--- src/hw/acmp_regs.svh ---
// register offsets, field positions and reset values of the comparator control block
`ifndef ACMP_REGS_SVH
`define ACMP_REGS_SVH

// ----------------------------------------
// offsets (block-local map)
// ----------------------------------------
`define ACMP_ADDR_CSR 4'h0
`define ACMP_ADDR_CONV_B 4'h1
`define ACMP_ADDR_DIDR 4'h2
`define ACMP_ADDR_CONV_A 4'h3
`define ACMP_ADDR_MUX 4'h4
`define ACMP_ADDR_IRQ_STAT 4'h5
`define ACMP_ADDR_IRQ_MASK 4'h6
`define ACMP_ADDR_GLOBAL 4'h7

// ----------------------------------------
// control/status field positions
// ----------------------------------------
`define ACMP_CSR_DISABLE 7
`define ACMP_CSR_BANDGAP 6
`define ACMP_CSR_OUTPUT 5
`define ACMP_CSR_FLAG 4
`define ACMP_CSR_IE 3
`define ACMP_CSR_CAPT 2
`define ACMP_CSR_MODE_HI 1
`define ACMP_CSR_MODE_LO 0
`define ACMP_CONVB_MUXEN 6
`define ACMP_CONVA_EN 7
`define ACMP_DIDR_NEG 1
`define ACMP_DIDR_POS 0
`define ACMP_GLOBAL_IE 0

// ----------------------------------------
// reset values and interrupt status layout
// ----------------------------------------
`define ACMP_RESET_BYTE 8'h00
`define ACMP_IRQ_EVENT 0
`define ACMP_IRQ_CAPT 1
`define ACMP_SYNC_STAGES 2

`endif

--- src/hw/acmp_pkg.sv ---
// types for the comparator control block
package acmp_pkg;

    typedef enum logic [1:0] {
        ACMP_MODE_TOGGLE = 2'h0,
        ACMP_MODE_RSVD = 2'h1,
        ACMP_MODE_FALL = 2'h2,
        ACMP_MODE_RISE = 2'h3
    } acmp_mode_t;

    typedef enum logic [1:0] {
        ACMP_NEG_PIN,
        ACMP_NEG_MUX
    } acmp_neg_src_t;

endpackage : acmp_pkg

--- src/hw/acmp_ctrl.sv ---
// control and status logic around the on-chip analog comparator
// Contract
// [RULE_01] output bit high when selected positive input exceeds selected negative
// [RULE_02] raw result synchronised, output bit lags one to two clocks
// [RULE_03] disable bit 7 powers comparator off, writable any time
// [RULE_04] bandgap select bit 6 feeds bandgap to positive input, else pin
// [RULE_05] flag bit 4 set on output event matching selected mode
// [RULE_06] interrupt requested when flag, enable, global enable set; vector clears flag
// [RULE_07] writing one clears flag, zero leaves it
// [RULE_08] enable bit 3 gates comparator interrupt
// [RULE_09] capture routing bit 2 connects output to timer capture
// [RULE_10] mode field: toggle, reserved, falling, rising
// [RULE_11] software disables interrupt before changing mode or disable bit
// [RULE_12] mux borrow set and converter off: channel select picks negative pin
// [RULE_13] mux borrow clear or converter on: dedicated negative pin used
// [RULE_14] buffer-off bits disable pin buffer and force pin read zero
// [RULE_15] software keeps converter power reduction zero when mux is borrowed
// [RULE_16] converter enable bit decides negative input selection
// [RULE_17] events found by comparing synced output with previous value
// [RULE_18] writable bits reset to zero, output bit follows synced state
`timescale 1ns/1ns
`include "acmp_regs.svh"
module acmp_ctrl
    import acmp_pkg::*;
(
    // clock and reset
    input wire logic sys_clk_in,
    input wire logic rst_n_in,
    // register port
    input wire logic [3:0] reg_addr_in,
    input wire logic [7:0] reg_wdata_in,
    input wire logic reg_wr_in,
    input wire logic reg_rd_in,
    output logic [7:0] reg_rdata_out,
    // analog front end
    input wire logic cmp_raw_in,
    output logic comparator_power_on_out,
    output logic bandgap_select_out,
    output logic negative_use_mux_out,
    output logic [2:0] channel_select_out,
    // pins
    input wire logic positive_input_pin_in,
    input wire logic negative_input_pin_in,
    output logic positive_pin_buffer_en_out,
    output logic negative_pin_buffer_en_out,
    output logic positive_pin_read_out,
    output logic negative_pin_read_out,
    // timer and interrupts
    output logic capture_trigger_out,
    input wire logic vector_ack_in,
    output logic cmp_irq_req_out,
    output logic irq_out
);
    // ----------------------------------------
    // registers
    // ----------------------------------------
    logic [7:0] csr_q;
    logic [7:0] conv_b_q;
    logic [7:0] didr_q;
    logic [7:0] conv_a_q;
    logic [7:0] mux_q;
    logic [1:0] irq_stat_q;
    logic [1:0] irq_mask_q;
    logic global_ie_q;
    logic cmp_sync;
    logic cmp_prev_q;
    logic cmp_event;
    logic capt_prev_q;
    logic pos_pin_m_q;
    logic pos_pin_q;
    logic neg_pin_m_q;
    logic neg_pin_q;
    logic [7:0] rdata_d;
    logic wr_csr;

    function automatic logic hit(input logic [3:0] addr, input logic [3:0] target);
        hit = (addr == target);
    endfunction : hit

    assign wr_csr = reg_wr_in && hit(reg_addr_in, `ACMP_ADDR_CSR);

    // ----------------------------------------
    // comparator result path
    // ----------------------------------------
    // the analog side compares the selected inputs; raw result is asynchronous
    acmp_sync u_sync (
        .sys_clk_in(sys_clk_in),
        .rst_n_in(rst_n_in),
        .async_in(cmp_raw_in),
        .sync_out(cmp_sync)
    ); // [RULE_01] [RULE_02]

    always_ff @(posedge sys_clk_in or negedge rst_n_in) begin
        if (!rst_n_in) begin
            cmp_prev_q <= 1'b0;
        end else begin
            cmp_prev_q <= cmp_sync; // [RULE_17]
        end
    end

    // reserved mode raises nothing
    always_comb begin
        unique case (acmp_mode_t'(csr_q[`ACMP_CSR_MODE_HI:`ACMP_CSR_MODE_LO]))
            ACMP_MODE_TOGGLE: cmp_event = cmp_sync ^ cmp_prev_q; // [RULE_10] [RULE_17]
            ACMP_MODE_RSVD: cmp_event = 1'b0;
            ACMP_MODE_FALL: cmp_event = cmp_prev_q & ~cmp_sync;
            ACMP_MODE_RISE: cmp_event = cmp_sync & ~cmp_prev_q;
        endcase
    end

    // ----------------------------------------
    // control register writes
    // ----------------------------------------
    always_ff @(posedge sys_clk_in or negedge rst_n_in) begin
        if (!rst_n_in) begin
            csr_q <= `ACMP_RESET_BYTE; // [RULE_18]
        end else begin
            // set wins over a same-cycle clear or vector acknowledge
            if (cmp_event) begin
                csr_q[`ACMP_CSR_FLAG] <= 1'b1; // [RULE_05]
            end else if ((wr_csr && reg_wdata_in[`ACMP_CSR_FLAG]) || vector_ack_in) begin
                csr_q[`ACMP_CSR_FLAG] <= 1'b0; // [RULE_06] [RULE_07]
            end
            if (wr_csr) begin
                csr_q[`ACMP_CSR_DISABLE] <= reg_wdata_in[`ACMP_CSR_DISABLE]; // [RULE_03]
                csr_q[`ACMP_CSR_BANDGAP] <= reg_wdata_in[`ACMP_CSR_BANDGAP]; // [RULE_04]
                csr_q[`ACMP_CSR_IE] <= reg_wdata_in[`ACMP_CSR_IE]; // [RULE_08]
                csr_q[`ACMP_CSR_CAPT] <= reg_wdata_in[`ACMP_CSR_CAPT]; // [RULE_09]
                csr_q[`ACMP_CSR_MODE_HI] <= reg_wdata_in[`ACMP_CSR_MODE_HI]; // [RULE_10]
                csr_q[`ACMP_CSR_MODE_LO] <= reg_wdata_in[`ACMP_CSR_MODE_LO];
            end
        end
    end

    always_ff @(posedge sys_clk_in or negedge rst_n_in) begin
        if (!rst_n_in) begin
            conv_b_q <= `ACMP_RESET_BYTE;
            didr_q <= `ACMP_RESET_BYTE;
            conv_a_q <= `ACMP_RESET_BYTE;
            mux_q <= `ACMP_RESET_BYTE;
            irq_mask_q <= 2'h0;
            global_ie_q <= 1'b0;
        end else if (reg_wr_in) begin
            if (hit(reg_addr_in, `ACMP_ADDR_CONV_B)) begin
                conv_b_q <= reg_wdata_in;
            end
            if (hit(reg_addr_in, `ACMP_ADDR_DIDR)) begin
                didr_q <= reg_wdata_in;
            end
            if (hit(reg_addr_in, `ACMP_ADDR_CONV_A)) begin
                conv_a_q <= reg_wdata_in;
            end
            if (hit(reg_addr_in, `ACMP_ADDR_MUX)) begin
                mux_q <= reg_wdata_in;
            end
            if (hit(reg_addr_in, `ACMP_ADDR_IRQ_MASK)) begin
                irq_mask_q <= reg_wdata_in[1:0];
            end
            if (hit(reg_addr_in, `ACMP_ADDR_GLOBAL)) begin
                global_ie_q <= reg_wdata_in[`ACMP_GLOBAL_IE];
            end
        end
    end

    // ----------------------------------------
    // analog steering
    // ----------------------------------------
    assign comparator_power_on_out = ~csr_q[`ACMP_CSR_DISABLE]; // [RULE_03]
    assign bandgap_select_out = csr_q[`ACMP_CSR_BANDGAP]; // [RULE_04]
    // converter running owns the mux, so the dedicated pin is used then
    assign negative_use_mux_out = conv_b_q[`ACMP_CONVB_MUXEN]
        & ~conv_a_q[`ACMP_CONVA_EN]; // [RULE_12] [RULE_13] [RULE_16]
    assign channel_select_out = mux_q[2:0]; // [RULE_12]
    assign capture_trigger_out = csr_q[`ACMP_CSR_CAPT] & cmp_sync; // [RULE_09]

    // ----------------------------------------
    // pin input buffers
    // ----------------------------------------
    always_ff @(posedge sys_clk_in or negedge rst_n_in) begin
        if (!rst_n_in) begin
            pos_pin_m_q <= 1'b0;
            pos_pin_q <= 1'b0;
            neg_pin_m_q <= 1'b0;
            neg_pin_q <= 1'b0;
        end else begin
            pos_pin_m_q <= positive_input_pin_in;
            pos_pin_q <= pos_pin_m_q;
            neg_pin_m_q <= negative_input_pin_in;
            neg_pin_q <= neg_pin_m_q;
        end
    end

    assign positive_pin_buffer_en_out = ~didr_q[`ACMP_DIDR_POS]; // [RULE_14]
    assign negative_pin_buffer_en_out = ~didr_q[`ACMP_DIDR_NEG]; // [RULE_14]
    assign positive_pin_read_out = pos_pin_q & ~didr_q[`ACMP_DIDR_POS]; // [RULE_14]
    assign negative_pin_read_out = neg_pin_q & ~didr_q[`ACMP_DIDR_NEG]; // [RULE_14]

    // ----------------------------------------
    // interrupts
    // ----------------------------------------
    always_ff @(posedge sys_clk_in or negedge rst_n_in) begin
        if (!rst_n_in) begin
            capt_prev_q <= 1'b0;
        end else begin
            capt_prev_q <= capture_trigger_out;
        end
    end

    always_ff @(posedge sys_clk_in or negedge rst_n_in) begin
        if (!rst_n_in) begin
            irq_stat_q <= 2'h0;
        end else begin
            for (int i = 0; i < 2; i++) begin
                if ((i == `ACMP_IRQ_EVENT && cmp_event)
                    || (i == `ACMP_IRQ_CAPT && capture_trigger_out && !capt_prev_q)) begin
                    irq_stat_q[i] <= 1'b1;
                end else if (reg_wr_in && hit(reg_addr_in, `ACMP_ADDR_IRQ_STAT)
                             && reg_wdata_in[i]) begin
                    irq_stat_q[i] <= 1'b0;
                end
            end
        end
    end

    // rely on software masking enable around mode changes; no glitch filter here
    assign cmp_irq_req_out = csr_q[`ACMP_CSR_FLAG] & csr_q[`ACMP_CSR_IE]
        & global_ie_q; // [RULE_06] [RULE_08] [RULE_11]
    assign irq_out = |(irq_stat_q & irq_mask_q);

    // ----------------------------------------
    // read port
    // ----------------------------------------
    always_comb begin
        rdata_d = 8'h00;
        unique case (reg_addr_in)
            `ACMP_ADDR_CSR: begin
                rdata_d = csr_q;
                rdata_d[`ACMP_CSR_OUTPUT] = cmp_sync; // [RULE_02] [RULE_18]
            end
            `ACMP_ADDR_CONV_B: rdata_d = conv_b_q;
            `ACMP_ADDR_DIDR: rdata_d = didr_q;
            `ACMP_ADDR_CONV_A: rdata_d = conv_a_q;
            `ACMP_ADDR_MUX: rdata_d = mux_q;
            `ACMP_ADDR_IRQ_STAT: rdata_d = {6'h00, irq_stat_q};
            `ACMP_ADDR_IRQ_MASK: rdata_d = {6'h00, irq_mask_q};
            `ACMP_ADDR_GLOBAL: rdata_d = {7'h00, global_ie_q};
            default: rdata_d = 8'h00;
        endcase
    end

    always_ff @(posedge sys_clk_in or negedge rst_n_in) begin
        if (!rst_n_in) begin
            reg_rdata_out <= 8'h00;
        end else if (reg_rd_in) begin
            reg_rdata_out <= rdata_d;
        end else begin
            reg_rdata_out <= 8'h00;
        end
    end
endmodule : acmp_ctrl

--- src/hw/acmp_sync.sv ---
// two-flop synchroniser for the analog comparator result
`timescale 1ns/1ns
module acmp_sync (
    // clock and reset
    input wire logic sys_clk_in,
    input wire logic rst_n_in,
    // data
    input wire logic async_in,
    output logic sync_out
);
    logic meta_q;

    always_ff @(posedge sys_clk_in or negedge rst_n_in) begin
        if (!rst_n_in) begin
            meta_q <= 1'b0;
            sync_out <= 1'b0;
        end else begin
            meta_q <= async_in;
            sync_out <= meta_q;
        end
    end
endmodule : acmp_sync

--- config.mk ---
export PLATFORM = sky130hd
export DESIGN_NAME = acmp_ctrl
export DESIGN_NICKNAME = d
export VERILOG_FILES = /design/src/hw/acmp_pkg.sv /design/src/hw/acmp_ctrl.sv /design/src/hw/acmp_sync.sv
export VERILOG_INCLUDE_DIRS = /design/src /design/src/hw
export SDC_FILE = /design/constraint.sdc
export NUM_CORES = 1
export LEC_CHECK = 0
export BUFFER_PORTS_ARGS = -buffer_cell sky130_fd_sc_hd__buf_4
export CAP_MARGIN = 5
export CORE_ASPECT_RATIO = 0.6
export CORE_UTILIZATION = 55
export DETAILED_ROUTE_END_ITERATION = 16
export GPL_TIMING_DRIVEN = 1
export PLACE_DENSITY = 0.84
export SYNTH_ARGS = -nofsm -noshare
export SYNTH_HDL_FRONTEND = slang
export SYNTH_SLANG_ARGS = --single-unit
export TNS_END_PERCENT = 30
--- constraint.sdc ---
create_clock -name sys_clk_in -period 2.72 [get_ports sys_clk_in]
set_input_delay 0.272 -clock sys_clk_in [delete_from_list [all_inputs] [get_ports sys_clk_in]]
set_output_delay 0.272 -clock sys_clk_in [all_outputs]
set_load 0.005 [all_outputs]
==> out/results.tsv <==
stage	metric	value	unit
run_status	run status	completed	
timing	Tmin final	1.462	ns
placement	PortBufs	40	
yosys	Mapped Cells	217	
yosys	synthesized cell area	0.002779	mm2
clocking	Post-CTS Setup Bufs	0	
yosys	count of cell types in the netlist	36	
yosys	mean area per synthesized cell	12.81	um2
route	DRT Wirelength	5646	um
timing	Max transition margin	52.72	%
global_routing	largest net degree at the start of global routing	61	
yosys	Yosys reg bits	60	
floorplanning	Die Ht	57.06	um
power_and_ir_drop	Power Dens Cells	699.4	mW/mm2
setup_path	worst r2r src	u_sync.sync_out	
cells_and_area	area taken by multi-input logic gates	0.001166	mm2
setup_path	Worst Path Required	2.99	ns
cells_and_area	final non-filler cell area	0.003264	mm2
clocking	root buffer cell	clkbuf_8	
cells_and_area	P&R area growth vs syn	17.47	%
yosys	cell accounting for the most synthesized area	dfrtp_1	
yosys	most frequent cell after synthesis	dfrtp_1	
global_routing	GRT Total Usage	23.76	%
yosys	area share of the largest cell type after synthesis	54.03	%
timing	Final setup viols	0	
timing	worst clock skew	0.002635	ns
placement	Final GP Congestion	0.8318	
route	TritonRoute pass-1 iters	4	
clocking	Clock Tree Buf Depth	2	
yosys	Yosys warnings	0	
floorplanning	Cell Rows	19	
placement	area of placed instances	0.003077	mm2
yosys	post-synthesis async set-or-reset flop share	100.0	%
yosys	Post-synth EDFFs	0	
global_routing	first-pass GRT wire length	9163	um
setup_path	Worst R2R End	csr_q[4]	
yosys	synth cell count leaders	dfrtp_1 (60), mux2_2 (48), and3b_1 (17), o21ai_0 (10), inv_1 (8)	
clocking	H-Tree Depth	3	
setup_path	Startpoint Class	flip-flop	
route	residual DRC count	0	
yosys	syn nets	239	
route	via total after detailed routing	1839	
cells_and_area	final net count	275	
yosys	Top FF cell, synth	dfrtp_1	
power_and_ir_drop	Leakage	1.547	nW
timing	Least-Margin Pin Slew	0.7034	ns
route	DR vias/cell	5.747	
clocking	CTS tree	yes	
floorplanning	IO Count	41	
setup_path	largest fanout on the critical path	5	
timing	unrepaired setup endpoints after global routing	false	
setup_path	worst setup path startpoint	u_sync.sync_out	
route	DR iter-0 viols	134	
setup_path	WP data arrival	1.73	ns
clocking	cts bufs inserted	9	
floorplanning	Die Area	0.005350	mm2
timing	Max Fclk	0.6839	GHz
placement	HPWL after DPL	3844	um
job	max_cap viols	0	
floorplanning	Die Span X	93.77	um
setup_path	critical path class	flip-flop to flip-flop	
yosys	Area contributors post-synth	dfrtp_1 (54%), mux2_2 (19%), and3b_1 (5.4%)	
global_routing	overflow left after global routing	0	
yosys	Seq/Total Area, Yosys	54.03	%
clocking	clk sink count	60	
cells_and_area	storage element area	0.001501	mm2
timing	Tcrit/Tclk final	53.75	%
global_routing	via count of the first global-routing pass	1802	
clocking	clk slew on worst S/H paths	0.06	ns
floorplanning	Core Footprint	0.004707	mm2
cells_and_area	fillers	348	
setup_path	worst r2r path cells	5	
timing	Hold WS	0.0002854	ns
cells_and_area	Diodes inserted	0	
timing	setup tns final	0	ns
setup_path	CP Capture Type	flip-flop	
route	WL per Instance	17.64	um
timing	Final Hold Fails	0	
clocking	hold-fix buffers at CTS	0	
route	remaining antenna violation count	0	
setup_path	reg2reg setup slack	1.26	ns
clocking	worst skew pair latency	0.33	ns
cells_and_area	layout cells sized above 1	42.80	%
worst_hold_path	Hold Path Class	input pin to async pin	
timing	Final Max Slew Viols	0	
clocking	cts repair resizes	0	
floorplanning	Starting Density	59.04	%
power_and_ir_drop	Worst IR Drop VDD	0.0004071	V
global_routing	antenna violations before repair	0	
==> metal layers <==
metal | vias up | routed length, um | GRT usage, %
li1 | 851 | - | -
met1 | 919 | 2671 | 34.23
met2 | 59 | 2590 | 35.56
met3 | 10 | 305 | 6.533
met4 | 0 | 79 | 7.253
met5 | - | 0 | 0
==> final cells by class <==
type                       instances  share of cell area [%]
clock inverter                     1                  0.1533
clock buffer                      14                   5.596
sequential                        60                   45.99
multi-input combinational        134                   35.72
inverter                           8                  0.9199
timing repair buffer              40                   9.199
tap                               63                   2.415
==> logic make-up after synthesis <==
group           synth area share [%]
flops                          54.03
buf+inv                        4.007
fa+ha+maj                     0.9004
compound gates                 7.160
simple gates                   14.45
mux                            19.45
==> report_power, final <==
part / internal (W) / switching, W / leakage [nW]
Clock: 0.000424 / 0.000301 / 0.0986
Sequential: 0.00105 / 0.000104 / 0.738
Combinational: 0.000245 / 0.000155 / 0.710
Total: 0.00172 / 0.000560 / 1.55
==> registers in the layout, indices dropped and copies added, names as in the netlist <==
register and cells:
didr_q 8, irq_mask_q 2, csr_q 6, u_sync.meta_q 1, conv_a_q 8, reg_rdata_out 8, mux_q 8, pos_pin_m_q 1
pos_pin_q 1, neg_pin_q 1, neg_pin_m_q 1, conv_b_q 8, cmp_prev_q 1, irq_stat_q 2, capt_prev_q 1, global_ie_q 1
u_sync.sync_out 1, bandgap_select_out 1
==> stage by stage <==
stage	util [%]	setup slack (ns)	std cells	total power, W
finish	69.35	1.258	320	0.002283
global route	69.35	1.147	320	0.002405
CTS	69.35	1.234	320	0.002302
detailed placement	65.36	0.9982	305	0.001573
global placement	65.36	1.067	305	0.001550
floorplan	-	1.258	217	0.001401
==> placed cells by master (no fill, tap or decap) <==
cell      instances
nand2b_1          1
a31o_2            1
mux2_2           48
nor2b_1           6
inv_1             8
and2_1            1
and4b_1           1
a31oi_1           1
a211o_1           1
nor3b_2           2
nand3b_2          1
a21o_1            1
nor2_1            4
clkinv_2          1
nor4_2            1
dfrtp_1          60
a22oi_1           6
clkbuf_8         13
nor3b_1           2
nand3_1           6
a22o_1            2
and3_1            4
o31ai_1           1
nand2_2           2
o21ai_0          10
buf_4            40
clkbuf_1          1
nor3b_4           1
a41oi_1           2
nand3b_1          2
ha_1              2
and3b_1          17
nand4b_1          1
nand2_1           1
a21oi_1           6
==> worst max-delay path by stage <==
stage | endpoint | slack, ns | depth (start not counted)
final | csr_q[4] | 1.26 | 5
after global routing | csr_q[4] | 1.15 | 5
after CTS | csr_q[4] | 1.23 | 5
after detailed placement | conv_a_q[5] | 1.0 | 4
after global placement | conv_a_q[3] | 1.07 | 4
after floorplan | conv_a_q[0] | 1.26 | 5
==> critical path: stages (launching register included) <==
cell and delay [ns]:
dfrtp_1 0.41, inv_1 0.06, ha_1 0.28, nor2b_1 0.12
o31ai_1 0.35, a31o_2 0.17
Power figures use the tool's default switching activity.
